### config.mk
export PLATFORM = sky130hd
export DESIGN_NAME = lwr_regs
export DESIGN_NICKNAME = d
export VERILOG_FILES = /design/src/rtl/lwr_pkg.sv /design/src/rtl/lwr_sync2.sv /design/src/rtl/lwr_regs.sv
export SDC_FILE = /design/constraint.sdc
export NUM_CORES = 1
export LEC_CHECK = 0
export BUFFER_PORTS_ARGS = -buffer_cell sky130_fd_sc_hd__buf_2
export CORE_ASPECT_RATIO = 1.1
export CORE_UTILIZATION = 52
export DETAILED_ROUTE_END_ITERATION = 16
export GPL_TIMING_DRIVEN = 0
export PLACE_DENSITY = 0.83
export SYNTH_ARGS = -nofsm -noshare
export SYNTH_HDL_FRONTEND = slang
export SYNTH_SLANG_ARGS = --single-unit
export TNS_END_PERCENT = 1
### constraint.sdc
create_clock -name ref_clk -period 3.4 [get_ports ref_clk]
set_input_delay 0.17 -clock ref_clk [delete_from_list [all_inputs] [get_ports ref_clk]]
set_output_delay 0.17 -clock ref_clk [all_outputs]
set_load 0.02 [all_outputs]
### src/rtl/lwr_pkg.sv
package lwr_pkg;
  // ==========================================
  // register offsets (byte addresses on the serial management bus)
  localparam logic [7:0] RX_CTRL_OFFSET = 8'h23;
  localparam logic [7:0] LOCK_EVT_OFFSET = 8'h24;
  localparam logic [7:0] HARD_LOCK_OFFSET = 8'h25;
  localparam logic [7:0] CTRL_SCRATCH_OFFSET = 8'h26;
  // ==========================================
  // field positions
  localparam int LOCK_BIT = 0;
  localparam int LOSS_BIT = 1;
  localparam int TERM_BIT = 0;
  localparam int BIAS_BIT = 1;
  localparam int HARD_LOCK_BIT = 0;
  // ==========================================
  // reset values
  localparam logic [7:0] LOCK_EVT_RESET = 8'h00;
  localparam logic [7:0] RX_CTRL_RESET = 8'h00;
  localparam logic [7:0] SCRATCH_RESET = 8'h00;
  localparam logic [7:0] HARD_LOCK_RESET = 8'h00;
endpackage

### src/rtl/lwr_sync2.sv
`timescale 1ns/1ps
module lwr_sync2 #(
  parameter int WIDTH = 1
)
(
  // clock and reset
  input wire logic ref_clk,
  input wire logic sys_rst,
  // data
  input wire logic [WIDTH-1:0] async_in,
  output logic [WIDTH-1:0] sync_out
);
  logic [WIDTH-1:0] stage1_r;

  // the first stage feeds only the second
  always_ff @(posedge ref_clk)
  begin
    if (sys_rst)
    begin
      stage1_r <= '0;
      sync_out <= '0;
    end
    else
    begin
      stage1_r <= async_in;
      sync_out <= stage1_r;
    end
  end
endmodule

### src/rtl/lwr_regs.sv
// Operation
// - loss detector event sets the sticky flag, bit 1, until software clears it
// - flag reads zero after clear; write one clears it, zero leaves it
// - writing one to bit 0 while clear engages lock; control writes ignored
// - writing one to bit 0 while locked releases it; lock resets unlocked
// - self-bias bit, byte 35 bit 1, enables internal input bias network
// - termination bit, byte 35 bit 0, enables pull-downs on both legs
// - each clock input gets its own self-bias and termination bit
// - starts with input running, floating or low/low; idles without clock
// - loss event comes from the clock presence detector on the input pair
// - separate power-cycle-only lock also blocks control writes
`timescale 1ns/1ps
module lwr_regs #(
  parameter int NUM_INPUTS = 1
)
(
  // clock and reset
  input wire logic ref_clk,
  input wire logic sys_rst,
  // register access from the bus engine
  input wire logic reg_wr,
  input wire logic reg_rd,
  input wire logic [7:0] reg_addr,
  input wire logic [7:0] reg_wdata,
  output logic [7:0] reg_rdata,
  output logic reg_ack,
  // loss detector, one level per input
  input wire logic [NUM_INPUTS-1:0] loss_detect,
  // receiver configuration
  output logic [NUM_INPUTS-1:0] input_self_bias_en,
  output logic [NUM_INPUTS-1:0] input_term_en,
  // lock state
  output logic write_blocked,
  output logic [7:0] ctrl_scratch
);
  // ==========================================
  // elaboration check
  // receiver bytes sit below the lock byte; more inputs would overlap it
  localparam int RX_ROOM = int'(lwr_pkg::LOCK_EVT_OFFSET - lwr_pkg::RX_CTRL_OFFSET);

  if (NUM_INPUTS < 1 || NUM_INPUTS > RX_ROOM)
  begin : g_bad
    $error("NUM_INPUTS must leave receiver bytes below the lock register");
  end

  // ==========================================
  // loss detector crossing
  logic [NUM_INPUTS-1:0] loss_sync;
  logic [NUM_INPUTS-1:0] loss_prev_r;
  logic [NUM_INPUTS-1:0] loss_edge;
  logic loss_rise;

  lwr_sync2 #(.WIDTH(NUM_INPUTS)) u_loss_sync (
    .ref_clk(ref_clk),
    .sys_rst(sys_rst),
    .async_in(loss_detect),
    .sync_out(loss_sync)
  );

  // edge, not level: a clear sticks while the input stays lost
  genvar li;
  for (li = 0; li < NUM_INPUTS; li++)
  begin : g_loss
    always_ff @(posedge ref_clk)
    begin
      if (sys_rst)
        loss_prev_r[li] <= 1'h0;
      else
        loss_prev_r[li] <= loss_sync[li];
    end

    assign loss_edge[li] = loss_sync[li] & ~loss_prev_r[li];
  end

  // prev resets low, so a loss already present at start counts once
  assign loss_rise = |loss_edge;

  // ==========================================
  // decode
  logic wr_evt;
  logic wr_rx;
  logic wr_hard;
  logic wr_scr;
  logic clr_loss;
  logic flip_lock;
  logic set_hard;
  logic hard_lock_r;
  logic loss_event_sticky_r;
  logic clearable_write_inhibit_r;

  // never blocked, else a locked part could not be unlocked or cleared
  assign wr_evt = reg_wr && reg_addr == lwr_pkg::LOCK_EVT_OFFSET;
  assign clr_loss = wr_evt && reg_wdata[lwr_pkg::LOSS_BIT];
  assign flip_lock = wr_evt && reg_wdata[lwr_pkg::LOCK_BIT];
  // either lock blocks control writes; reads always served
  assign write_blocked = clearable_write_inhibit_r | hard_lock_r;
  assign wr_rx = reg_wr && !write_blocked
    && reg_addr >= lwr_pkg::RX_CTRL_OFFSET
    && reg_addr < lwr_pkg::RX_CTRL_OFFSET + 8'(NUM_INPUTS);
  assign wr_hard = reg_wr && !write_blocked && reg_addr == lwr_pkg::HARD_LOCK_OFFSET;
  assign wr_scr = reg_wr && !write_blocked && reg_addr == lwr_pkg::CTRL_SCRATCH_OFFSET;
  assign set_hard = wr_hard && reg_wdata[lwr_pkg::HARD_LOCK_BIT];

  // ==========================================
  // sticky loss flag; set wins over a clear in the same cycle
  always_ff @(posedge ref_clk)
  begin
    if (sys_rst)
      loss_event_sticky_r <= lwr_pkg::LOCK_EVT_RESET[lwr_pkg::LOSS_BIT];
    else if (loss_rise)
      loss_event_sticky_r <= 1'h1;
    else if (clr_loss)
      loss_event_sticky_r <= 1'h0;
  end

  // ==========================================
  // clearable lock toggles on a written one
  always_ff @(posedge ref_clk)
  begin
    if (sys_rst)
      clearable_write_inhibit_r <= lwr_pkg::LOCK_EVT_RESET[lwr_pkg::LOCK_BIT];
    else if (flip_lock)
      clearable_write_inhibit_r <= ~clearable_write_inhibit_r;
  end

  // ==========================================
  // power-cycle lock: only reset clears it
  always_ff @(posedge ref_clk)
  begin
    if (sys_rst)
      hard_lock_r <= lwr_pkg::HARD_LOCK_RESET[lwr_pkg::HARD_LOCK_BIT];
    else if (set_hard)
      hard_lock_r <= 1'h1;
  end

  // ==========================================
  // receiver configuration, one byte per input
  logic [NUM_INPUTS-1:0] self_bias_r;
  logic [NUM_INPUTS-1:0] term_r;

  assign input_self_bias_en = self_bias_r;
  assign input_term_en = term_r;

  genvar gi;
  for (gi = 0; gi < NUM_INPUTS; gi++)
  begin : g_rx
    always_ff @(posedge ref_clk)
    begin
      if (sys_rst)
      begin
        self_bias_r[gi] <= lwr_pkg::RX_CTRL_RESET[lwr_pkg::BIAS_BIT];
        term_r[gi] <= lwr_pkg::RX_CTRL_RESET[lwr_pkg::TERM_BIT];
      end
      else if (wr_rx && reg_addr == lwr_pkg::RX_CTRL_OFFSET + 8'(gi))
      begin
        self_bias_r[gi] <= reg_wdata[lwr_pkg::BIAS_BIT];
        term_r[gi] <= reg_wdata[lwr_pkg::TERM_BIT];
      end
    end
  end

  // ==========================================
  // plain control byte, lets software see lock effect
  logic [7:0] ctrl_scratch_r;

  always_ff @(posedge ref_clk)
  begin
    if (sys_rst)
      ctrl_scratch_r <= lwr_pkg::SCRATCH_RESET;
    else if (wr_scr)
      ctrl_scratch_r <= reg_wdata;
  end

  assign ctrl_scratch = ctrl_scratch_r;

  // ==========================================
  // read path, registered; unmapped reads zero
  logic [7:0] rdata_nxt;
  logic [7:0] rx_idx;
  logic [7:0] reg_rdata_r;
  logic reg_ack_r;

  always_comb
  begin
    rdata_nxt = 8'h00;
    rx_idx = reg_addr - lwr_pkg::RX_CTRL_OFFSET;
    if (reg_addr == lwr_pkg::LOCK_EVT_OFFSET)
    begin
      rdata_nxt[lwr_pkg::LOSS_BIT] = loss_event_sticky_r;
      rdata_nxt[lwr_pkg::LOCK_BIT] = clearable_write_inhibit_r;
    end
    else if (reg_addr == lwr_pkg::HARD_LOCK_OFFSET)
      rdata_nxt[lwr_pkg::HARD_LOCK_BIT] = hard_lock_r;
    else if (reg_addr == lwr_pkg::CTRL_SCRATCH_OFFSET)
      rdata_nxt = ctrl_scratch_r;
    else
    begin
      // addresses below the receiver bytes wrap high and match no input
      for (int i = 0; i < NUM_INPUTS; i++)
      begin
        if (rx_idx == 8'(i))
        begin
          rdata_nxt[lwr_pkg::BIAS_BIT] = self_bias_r[i];
          rdata_nxt[lwr_pkg::TERM_BIT] = term_r[i];
        end
      end
    end
  end

  // data holds between reads; ack pulses for every strobe, refused or not
  always_ff @(posedge ref_clk)
  begin
    if (sys_rst)
      reg_rdata_r <= 8'h00;
    else if (reg_rd)
      reg_rdata_r <= rdata_nxt;
  end

  always_ff @(posedge ref_clk)
  begin
    if (sys_rst)
      reg_ack_r <= 1'h0;
    else
      reg_ack_r <= reg_rd | reg_wr;
  end

  assign reg_rdata = reg_rdata_r;
  assign reg_ack = reg_ack_r;
endmodule

==> results of run 1 <==
==> kinds of logic after synthesis <==
| group | Yosys count | share of synthesized area (%) |
|---|---|---|
| compound gates | 25 | 16.3 |
| mux | 5 | 4.38 |
| flops | 25 | 42.7 |
| simple gates | 49 | 29.6 |
| buf+inv | 18 | 6.94 |
==> synthesized netlist by cell type <==
master / number
a21oi_1: 7
nand4b_1: 3
buf_2: 1
and2b_1: 1
nor4bb_1: 2
and3b_1: 2
and4b_1: 1
o32ai_1: 1
nor3b_2: 1
and4b_2: 1
a31oi_1: 1
or2_2: 1
nand2b_1: 7
nand3b_1: 1
nor2b_1: 7
clkbuf_2: 1
inv_1: 9
or4b_2: 1
nand3_1: 2
a311oi_1: 8
nor2_1: 3
buf_4: 1
o2bb2ai_1: 1
and4bb_2: 1
dfxtp_1: 25
buf_6: 1
a32o_1: 1
nand2_1: 6
mux2_2: 1
nand4_1: 7
clkbuf_1: 5
mux2i_1: 4
a31o_2: 6
nor4b_4: 1
and3_1: 1
==> power groups by stage <==
| stage | clock network (uW) | logic (uW) | registers [uW] |
|---|---|---|---|
| floorplan | 0 | 25.9 | 304 |
| global placement | 0 | 48.2 | 303 |
| detailed placement | 0 | 49.6 | 303 |
| CTS | 138 | 49.7 | 297 |
| global route | 153 | 54.2 | 297 |
| finish | 137 | 50.2 | 297 |
==> worst max-delay path: cells and delay by family (launching register included) <==
kind	cells	cell delay [ps]
flip-flops	1	370
multiplexers	1	210
AND/OR/NAND/NOR	2	890
==> flip-flops by register name, summed over array words and instances (netlist names) <==
name                       cells
reg_ack                        1
hard_lock_r                    1
reg_rdata                      8
loss_prev_r                    1
input_self_bias_en             1
ctrl_scratch                   8
u_loss_sync.stage1_r           1
input_term_en                  1
clearable_write_inhibit_r      1
loss_event_sticky_r            1
u_loss_sync.sync_out           1
==> layout make-up <==
class,instances,area (um2)
timing repair buffer,39,195
clock buffer,3,22.5
fill,179,632
inverter,9,33.8
buffer,9,47.5
sequential,25,500
tap,28,35.0
clock inverter,1,7.51
multi-input combinational,79,589
==> metrics by stage <==
| step | instances | power, uW | cell area [um2] | hold WS [ps] |
|---|---|---|---|---|
| floorplan | 122 | 330 | 1170 | 286 |
| global placement | 189 | 352 | 1400 | 381 |
| detailed placement | 189 | 353 | 1400 | 394 |
| CTS | 193 | 484 | 1430 | 49.2 |
| global route | 193 | 504 | 1430 | 25.8 |
| finish | 193 | 484 | 1430 | 46.8 |
==> path summary, 6_finish.rpt <==
check / start / end / depth (start not counted)
setup / recovery: hard_lock_r / input_term_en / 3
hold / removal: loss_detect / u_loss_sync.stage1_r / 2
setup reg to reg: hard_lock_r / input_term_en / 3
hold reg to reg: u_loss_sync.stage1_r / u_loss_sync.sync_out / 1
==> routing by layer <==
| metal | up-vias | part of all wire [%] | track usage, % |
|---|---|---|---|
| li1 | 535 | - | - |
| met1 | 492 | 44 | 28.1 |
| met2 | 36 | 49 | 42.5 |
| met3 | 4 | 5.6 | 3.47 |
| met4 | 0 | 1.2 | 10.0 |
| met5 | - | 0 | 0 |
==> impl_metrics.ini, run 1 <==
[clock_tree]
cts_tree = built
post_cts_resized = 0
buffer_depth_of_the_longest_clock_path = 2
worstSkewPairLatency_ps = 330
cts_buffers = 3
ctsRootBufferMaster = clkbuf_4
post_cts_hold_buffer_count = 0
tritoncts_num_sinks = 25
clock_tree.htree_level_count = 1
clk_pin_slew_worst_paths_ps = 140
post_cts.repair.setup_buffers = 0

[die]
io_pins = 41
core_um2 = 2060
die-width_um = 47.3
row_count = 17
die_y_um = 51.8
die_area_um2 = 2450
initial_utilization_pct = 56.8

[route]
wl_um = 2630
viasPerCell = 5.53
antenna_violating_nets_post_route = 0
via_count = 1067
drc = 0
first_pass_iters = 4
initialDrtViolationCount = 12
avgRoutedWirePerCell_um = 13.6

[worst_setup_path]
critPathSlowestCell = nor3b_2
worst_path_largest_cell_delay_ps = 520
path_class = register to register
kind_of_capture_point_of_the_worst_setup_path = register
critical_path_peak_fanout = 9
critPathLaunchType = register
critical_path_required_ps = 3650
cp.arrival_ps = 1780
reg2reg_slack_ps = 1870
worstPathCellList = nor3b_2 > and4b_2 > mux2i_1

[placement]
dp_hpwl_um = 1960
gpl.final_weighted_congestion = 0.853
pre_cts_slack_ps = 1840
buffer_ports.inserted = 39

[global_routing]
grt_first_pass_wirelength_um = 4200
total_track_usage_pct = 24.2
grt_overflow = 0
initial_antenna_violation_count = 0
grt_max_degree = 16
via_count_of_the_first_global_routing_pass = 959

[power_and_ir_drop]
p_seq_share_pct = 61.4
internal-power_uw = 362
p_leak_uw = 0.000603
clock_power_share_pct = 28.2
power.switching_uw = 122
p_per_area_nw_per_um2 = 338
power.combinational.fraction_pct = 10.4
p_sw_share_pct = 25.2
vdd_ir_drop_max_mv = 0.284

[layout]
antenna_diodes = 0
fin_nets = 187
layout-area-overhead-vs-synth_pct = 22.2
final_layout_size_suffix_gt1_share_pct = 36.4
layout_commonest_cell = buf_2
final_util_pct = 69.4
mostFrequentLayoutCells = buf_2, dfxtp_1, inv_1, a311oi_1

[timing]
setup_tns_ps = 0
final.min_clock_period_ps = 1530
clock.fmax_ghz = 0.653
worst-slew-pin-transition_ps = 614
setup_ws_ps = 1870
hold_violation_total_from_the_final_report = 0
finalMaxSlewViolations = 0
maxSlewHeadroom_pct = 58.9
grt_setup_unrepaired = no
report.final.setup_viol = 0
finClkSkew_ps = 11.1
final_min_period_over_clock_period_pct = 45.1

[synthesis]
yosysSeqAreaShare_pct = 42.7
synth.ff_latch_count = 25
mappedNetlistNets = 143
yosys_warnings = 0
syn_area_per_cell_um2 = 9.60
syn_inst = 122
synthDistinctLibCells = 35
synth.top_cell.area_share_pct = 42.7
post-synth-top-area-cell = dfxtp_1
synth_area_um2 = 1170
synthTopCellsByArea = dfxtp_1, a311oi_1, a31o_2

[status]
run_status = complete, no violations

[worst_hold_path]
hp-class = input pin to register

[run]
drv.max_cap_violation_count = 0
Power figures use the tool's default switching activity.
==> run 2: changes to the inputs <==
- CORE_UTILIZATION: 52 -> 44
- PLACE_DENSITY: 0.83 -> 0.75
- clock period: 3.4 -> 1.4 ns (I/O delays scaled with it)
==> run 2 against run 1 <==
- combinational power grew to 3.0 times the previous value
- hold slack got worse by 35 ps
- maximum frequency grew 12%
- clock power up 140%
- core utilization shrank 8.2 points
- largest cell class unchanged
- highest routed layer unchanged
==> impl_metrics.ini, run 2 (synthesized netlist as in run 1, its figures left out) <==
[status]
run_status = complete, no violations

[route]
first_pass_iters = 4
viasPerCell = 5.50
avgRoutedWirePerCell_um = 13.7
initialDrtViolationCount = 26
drc = 0
antenna_violating_nets_post_route = 0
wl_um = 2830
via_count = 1138

[layout]
mostFrequentLayoutCells = buf_2, dfxtp_1, inv_1, a311oi_1, dlygate4sd3_1
layout-area-overhead-vs-synth_pct = 31.7
layout_commonest_cell = buf_2
fillerInstances = 244
antenna_diodes = 0
final_layout_size_suffix_gt1_share_pct = 36.4
fin_nets = 198

[power_and_ir_drop]
p_leak_uw = 0.000656
vdd_ir_drop_max_mv = 0.516
p_per_area_nw_per_um2 = 778
design_power_total_uw = 1200

[die]
die-width_um = 51.2
initial_utilization_pct = 46.5
core_um2 = 2520
die_area_um2 = 2870
row_count = 19
io_pins = 41
die_y_um = 56.1

[clock_tree]
cts_buffers = 3
ctsRootBufferMaster = clkbuf_4
tritoncts_num_sinks = 25
clk_pin_slew_worst_paths_ps = 140
clock_tree.htree_level_count = 1
buffer_depth_of_the_longest_clock_path = 2
cts_tree = built
worstSkewPairLatency_ps = 330

[worst_setup_path]
kind_of_capture_point_of_the_worst_setup_path = register
cp.arrival_ps = 1580
reg2regPathDepth = 3
critical_path_required_ps = 1610
critical_path_peak_fanout = 5
critPathLaunchType = register
path_class = register to register

[timing]
report.final.setup_viol = 0
maxSlewHeadroom_pct = 60.9
worst-slew-pin-transition_ps = 584
final.min_clock_period_ps = 1370
final_min_period_over_clock_period_pct = 97.7
clock.fmax_ghz = 0.731
finClkSkew_ps = 3.08
finalMaxSlewViolations = 0
grt_setup_unrepaired = yes
setup_tns_ps = 0
hold_violation_total_from_the_final_report = 0

[global_routing]
initial_antenna_violation_count = 0
total_track_usage_pct = 20.6
grt_first_pass_wirelength_um = 4420
grt_overflow = 0
via_count_of_the_first_global_routing_pass = 1016
grt_max_degree = 15

[placement]
buffer_ports.inserted = 39
dp_hpwl_um = 2010
gpl.final_weighted_congestion = 0.822

[run]
drv.max_cap_violation_count = 0

[worst_hold_path]
hold-path-cell-count = 3
hp-class = input pin to register
[run 2: cell count changes in the layout (fill, tap and decap cells not counted), sizes merged]
cell / change
buf: +3
clkinv: +1
dlygate4sd3: +8
clkinvlp: -1
[run 2: layer usage]
layer	vias to the layer above	part of all wire [%]	GRT usage, %
met2	47	47	32.9
li1	558	-	-
met4	0	2.0	12.7
met5	-	0	0
met3	5	6.2	3.55
met1	528	45	25.3
[run 2: area by class of cell]
| type | count | area [um2] | share of cell area (%) |
|---|---|---|---|
| well taps | 31 | 38.8 | 2.51 |
| flip-flops and latches | 25 | 502 | 32.5 |
| clock inverters | 1 | 5.00 | 0.324 |
| clock buffers | 3 | 22.5 | 1.46 |
| multi-input cells | 79 | 596 | 38.6 |
| inverters | 9 | 33.8 | 2.19 |
| plain buffers | 9 | 47.5 | 3.08 |
| repair buffers | 50 | 298 | 19.3 |
[run 2: path summary, 6_finish.rpt]
check                            start              endpoint  slack [ps]
min                       reg_wdata[1]    input_self_bias_en          10
max reg2reg  clearable_write_inhibit_r          reg_rdata[0]          30
max          clearable_write_inhibit_r          reg_rdata[0]          30
min reg2reg       u_loss_sync.stage1_r  u_loss_sync.sync_out         460
[run 2: stage by stage]
step	setup WS, ps	instances	instance area [um2]	util [%]	hold WS (ps)
floorplan	76.8	122	1170	-	186
global placement	-36.5	192	1410	55.8	280
detailed placement	-66.0	192	1410	55.8	285
CTS	1.94	204	1520	60.3	15.6
global route	-25.7	207	1540	61.2	42.3
finish	31.9	207	1540	61.2	12.2
[run 2: worst max-delay path, cell delays in order, from the launching register on]
cell and delay (ps):
dfxtp_2 370, or4b_2 660, a31oi_1 150, a311oi_1 60
[run 2: repair_timing]
action | in CTS | in global routing
resized for setup | 2 | 0
hold buffers | 8 | 0
pin swaps | 0 | 2
buffers inserted | 0 | 3
endpoints found under the setup margin | 11 | 11
hold endpoints to repair | 8 | 0
[run 2: report_power, final]
group          internal (uW)  switching, uW
registers                719           1.99
logic                   71.8           76.7
clock network            107            223
total                    898            302
==> run 3: changes to the inputs <==
- CORE_UTILIZATION: 44 -> 52
- PLACE_DENSITY: 0.75 -> 0.83
- clock period: 1.4 -> 1.7 ns (I/O delays scaled with it)
==> run 3 against run 2 <==
- clock skew increased by 7.6 ps
- critical path depth unchanged
- core utilization increased by 12 points
- via count decreased by 1.2%
- clock power decreased by 18%
- setup slack improved by 110 ps
- register-to-register slack improved by 110 ps
- largest power group unchanged
==> impl_metrics.ini, run 3 (synthesized netlist as in run 1, its figures left out) <==
[layout]
final_util_pct = 72.8
antenna_diodes = 0
fin_nets = 194
final_layout_size_suffix_gt1_share_pct = 34.9
stdcell_area_um2 = 1500
layout-area-overhead-vs-synth_pct = 28.2
layout_commonest_cell = buf_2
mostFrequentLayoutCells = buf_2, dfxtp_1, inv_1, a311oi_1

[worst_setup_path]
critPathSlowestCell = nor3b_2
worstPathCellList = nor3b_2 > and4b_2 > mux2i_1
cp.arrival_ps = 1810
path_class = register to register
kind_of_capture_point_of_the_worst_setup_path = register
worst-path-buf-inv = 0
worst_path_largest_cell_delay_ps = 540
critPathLaunchType = register
critical_path_required_ps = 1950
crit_family = simple AND/OR/NAND/NOR gates
critical_path_peak_fanout = 9

[die]
core_um2 = 2060
die-width_um = 47.3
die_area_um2 = 2450
initial_utilization_pct = 56.8
die_y_um = 51.8
row_count = 17
io_pins = 41

[power_and_ir_drop]
p_leak_uw = 0.000632
p_per_area_nw_per_um2 = 653
vdd_ir_drop_max_mv = 0.573

[route]
avgRoutedWirePerCell_um = 13.7
drc = 0
first_pass_iters = 4
viasPerCell = 5.62
wl_um = 2740
antenna_violating_nets_post_route = 0
via_count = 1124
initialDrtViolationCount = 18

[clock_tree]
worstSkewPairLatency_ps = 330
post_cts.repair.setup_buffers = 0
buffer_depth_of_the_longest_clock_path = 2
post_cts_hold_buffer_count = 7
post_cts_resized = 0
ctsRootBufferMaster = clkbuf_4
cts_tree = built
clock_tree.htree_level_count = 1
cts_buffers = 3
tritoncts_num_sinks = 25
clk_pin_slew_worst_paths_ps = 140

[placement]
gpl.final_weighted_congestion = 0.853
buffer_ports.inserted = 39
pre_cts_slack_ps = 202
dp_hpwl_um = 1960
postPlaceCellArea_um2 = 1400

[global_routing]
initial_antenna_violation_count = 0
grt_max_degree = 16
grt_overflow = 0
grt_first_pass_wirelength_um = 4310
total_track_usage_pct = 25.0
via_count_of_the_first_global_routing_pass = 1013

[timing]
maxSlewHeadroom_pct = 57.7
report.final.setup_viol = 0
finClkSkew_ps = 10.7
worst-slew-pin-transition_ps = 632
setup_tns_ps = 0
hold_slack_ps = 24.4
final_min_period_over_clock_period_pct = 91.6
hold_violation_total_from_the_final_report = 0
grt_setup_unrepaired = no
final.min_clock_period_ps = 1560
finalMaxSlewViolations = 0
setup_ws_ps = 142
clock.fmax_ghz = 0.642

[status]
run_status = complete, no violations

[worst_hold_path]
hp-class = input pin to register

[run]
drv.max_cap_violation_count = 0
==> run 3: cell types whose count changed in the layout (fill, tap and decap cells not counted) <==
cell           change
buf_4              -3
clkinv_2           -1
clkinvlp_4         +1
dfxtp_1            +1
dfxtp_2            -1
dlygate4sd3_1      -1
nor3b_2            +1
nor3b_4            -1
==> run 3: final timing paths <==
kind              slack (ps)                    to  cells past startpoint                 start
setup / recovery         140         input_term_en                      3           hard_lock_r
setup reg to reg         140         input_term_en                      3           hard_lock_r
hold / removal            20       ctrl_scratch[1]                      3          reg_wdata[1]
hold reg to reg          470  u_loss_sync.sync_out                      1  u_loss_sync.stage1_r
==> run 3: area by class of cell <==
| cell class | count | area [um2] |
|---|---|---|
| timing repair buffer | 46 | 265 |
| clock buffer | 3 | 22.5 |
| tap | 28 | 35.0 |
| sequential | 25 | 500 |
| multi-input combinational | 79 | 589 |
| clock inverter | 1 | 7.51 |
| fill | 172 | 562 |
| inverter | 9 | 33.8 |
| buffer | 9 | 47.5 |
==> run 3: worst min-delay path, stage by stage <==
cell     delay (ps)
buf_2           100
nand2_1          70
mux2i_1          60
==> run 3: through the flow <==
step,std cells,power (uW)
final,200,981
after global routing,200,1020
after CTS,200,981
after detailed placement,189,706
after global placement,189,703
after floorplan,122,661
==> run 3: where the power goes <==
part           switching (uW)  total, uW  internal, uW  leakage, uW
Combinational            61.4        114          52.4     0.000416
Clock                     183        273          90.0    0.0000139
Sequential               1.95        594           592     0.000202
==> run 3: per-layer routing <==
metal / track usage (%) / part of all wire (%)
met1: 28.7 / 44
met4: 11.9 / 1.2
met3: 3.82 / 5.7
met5: 0 / 0
met2: 43.2 / 49
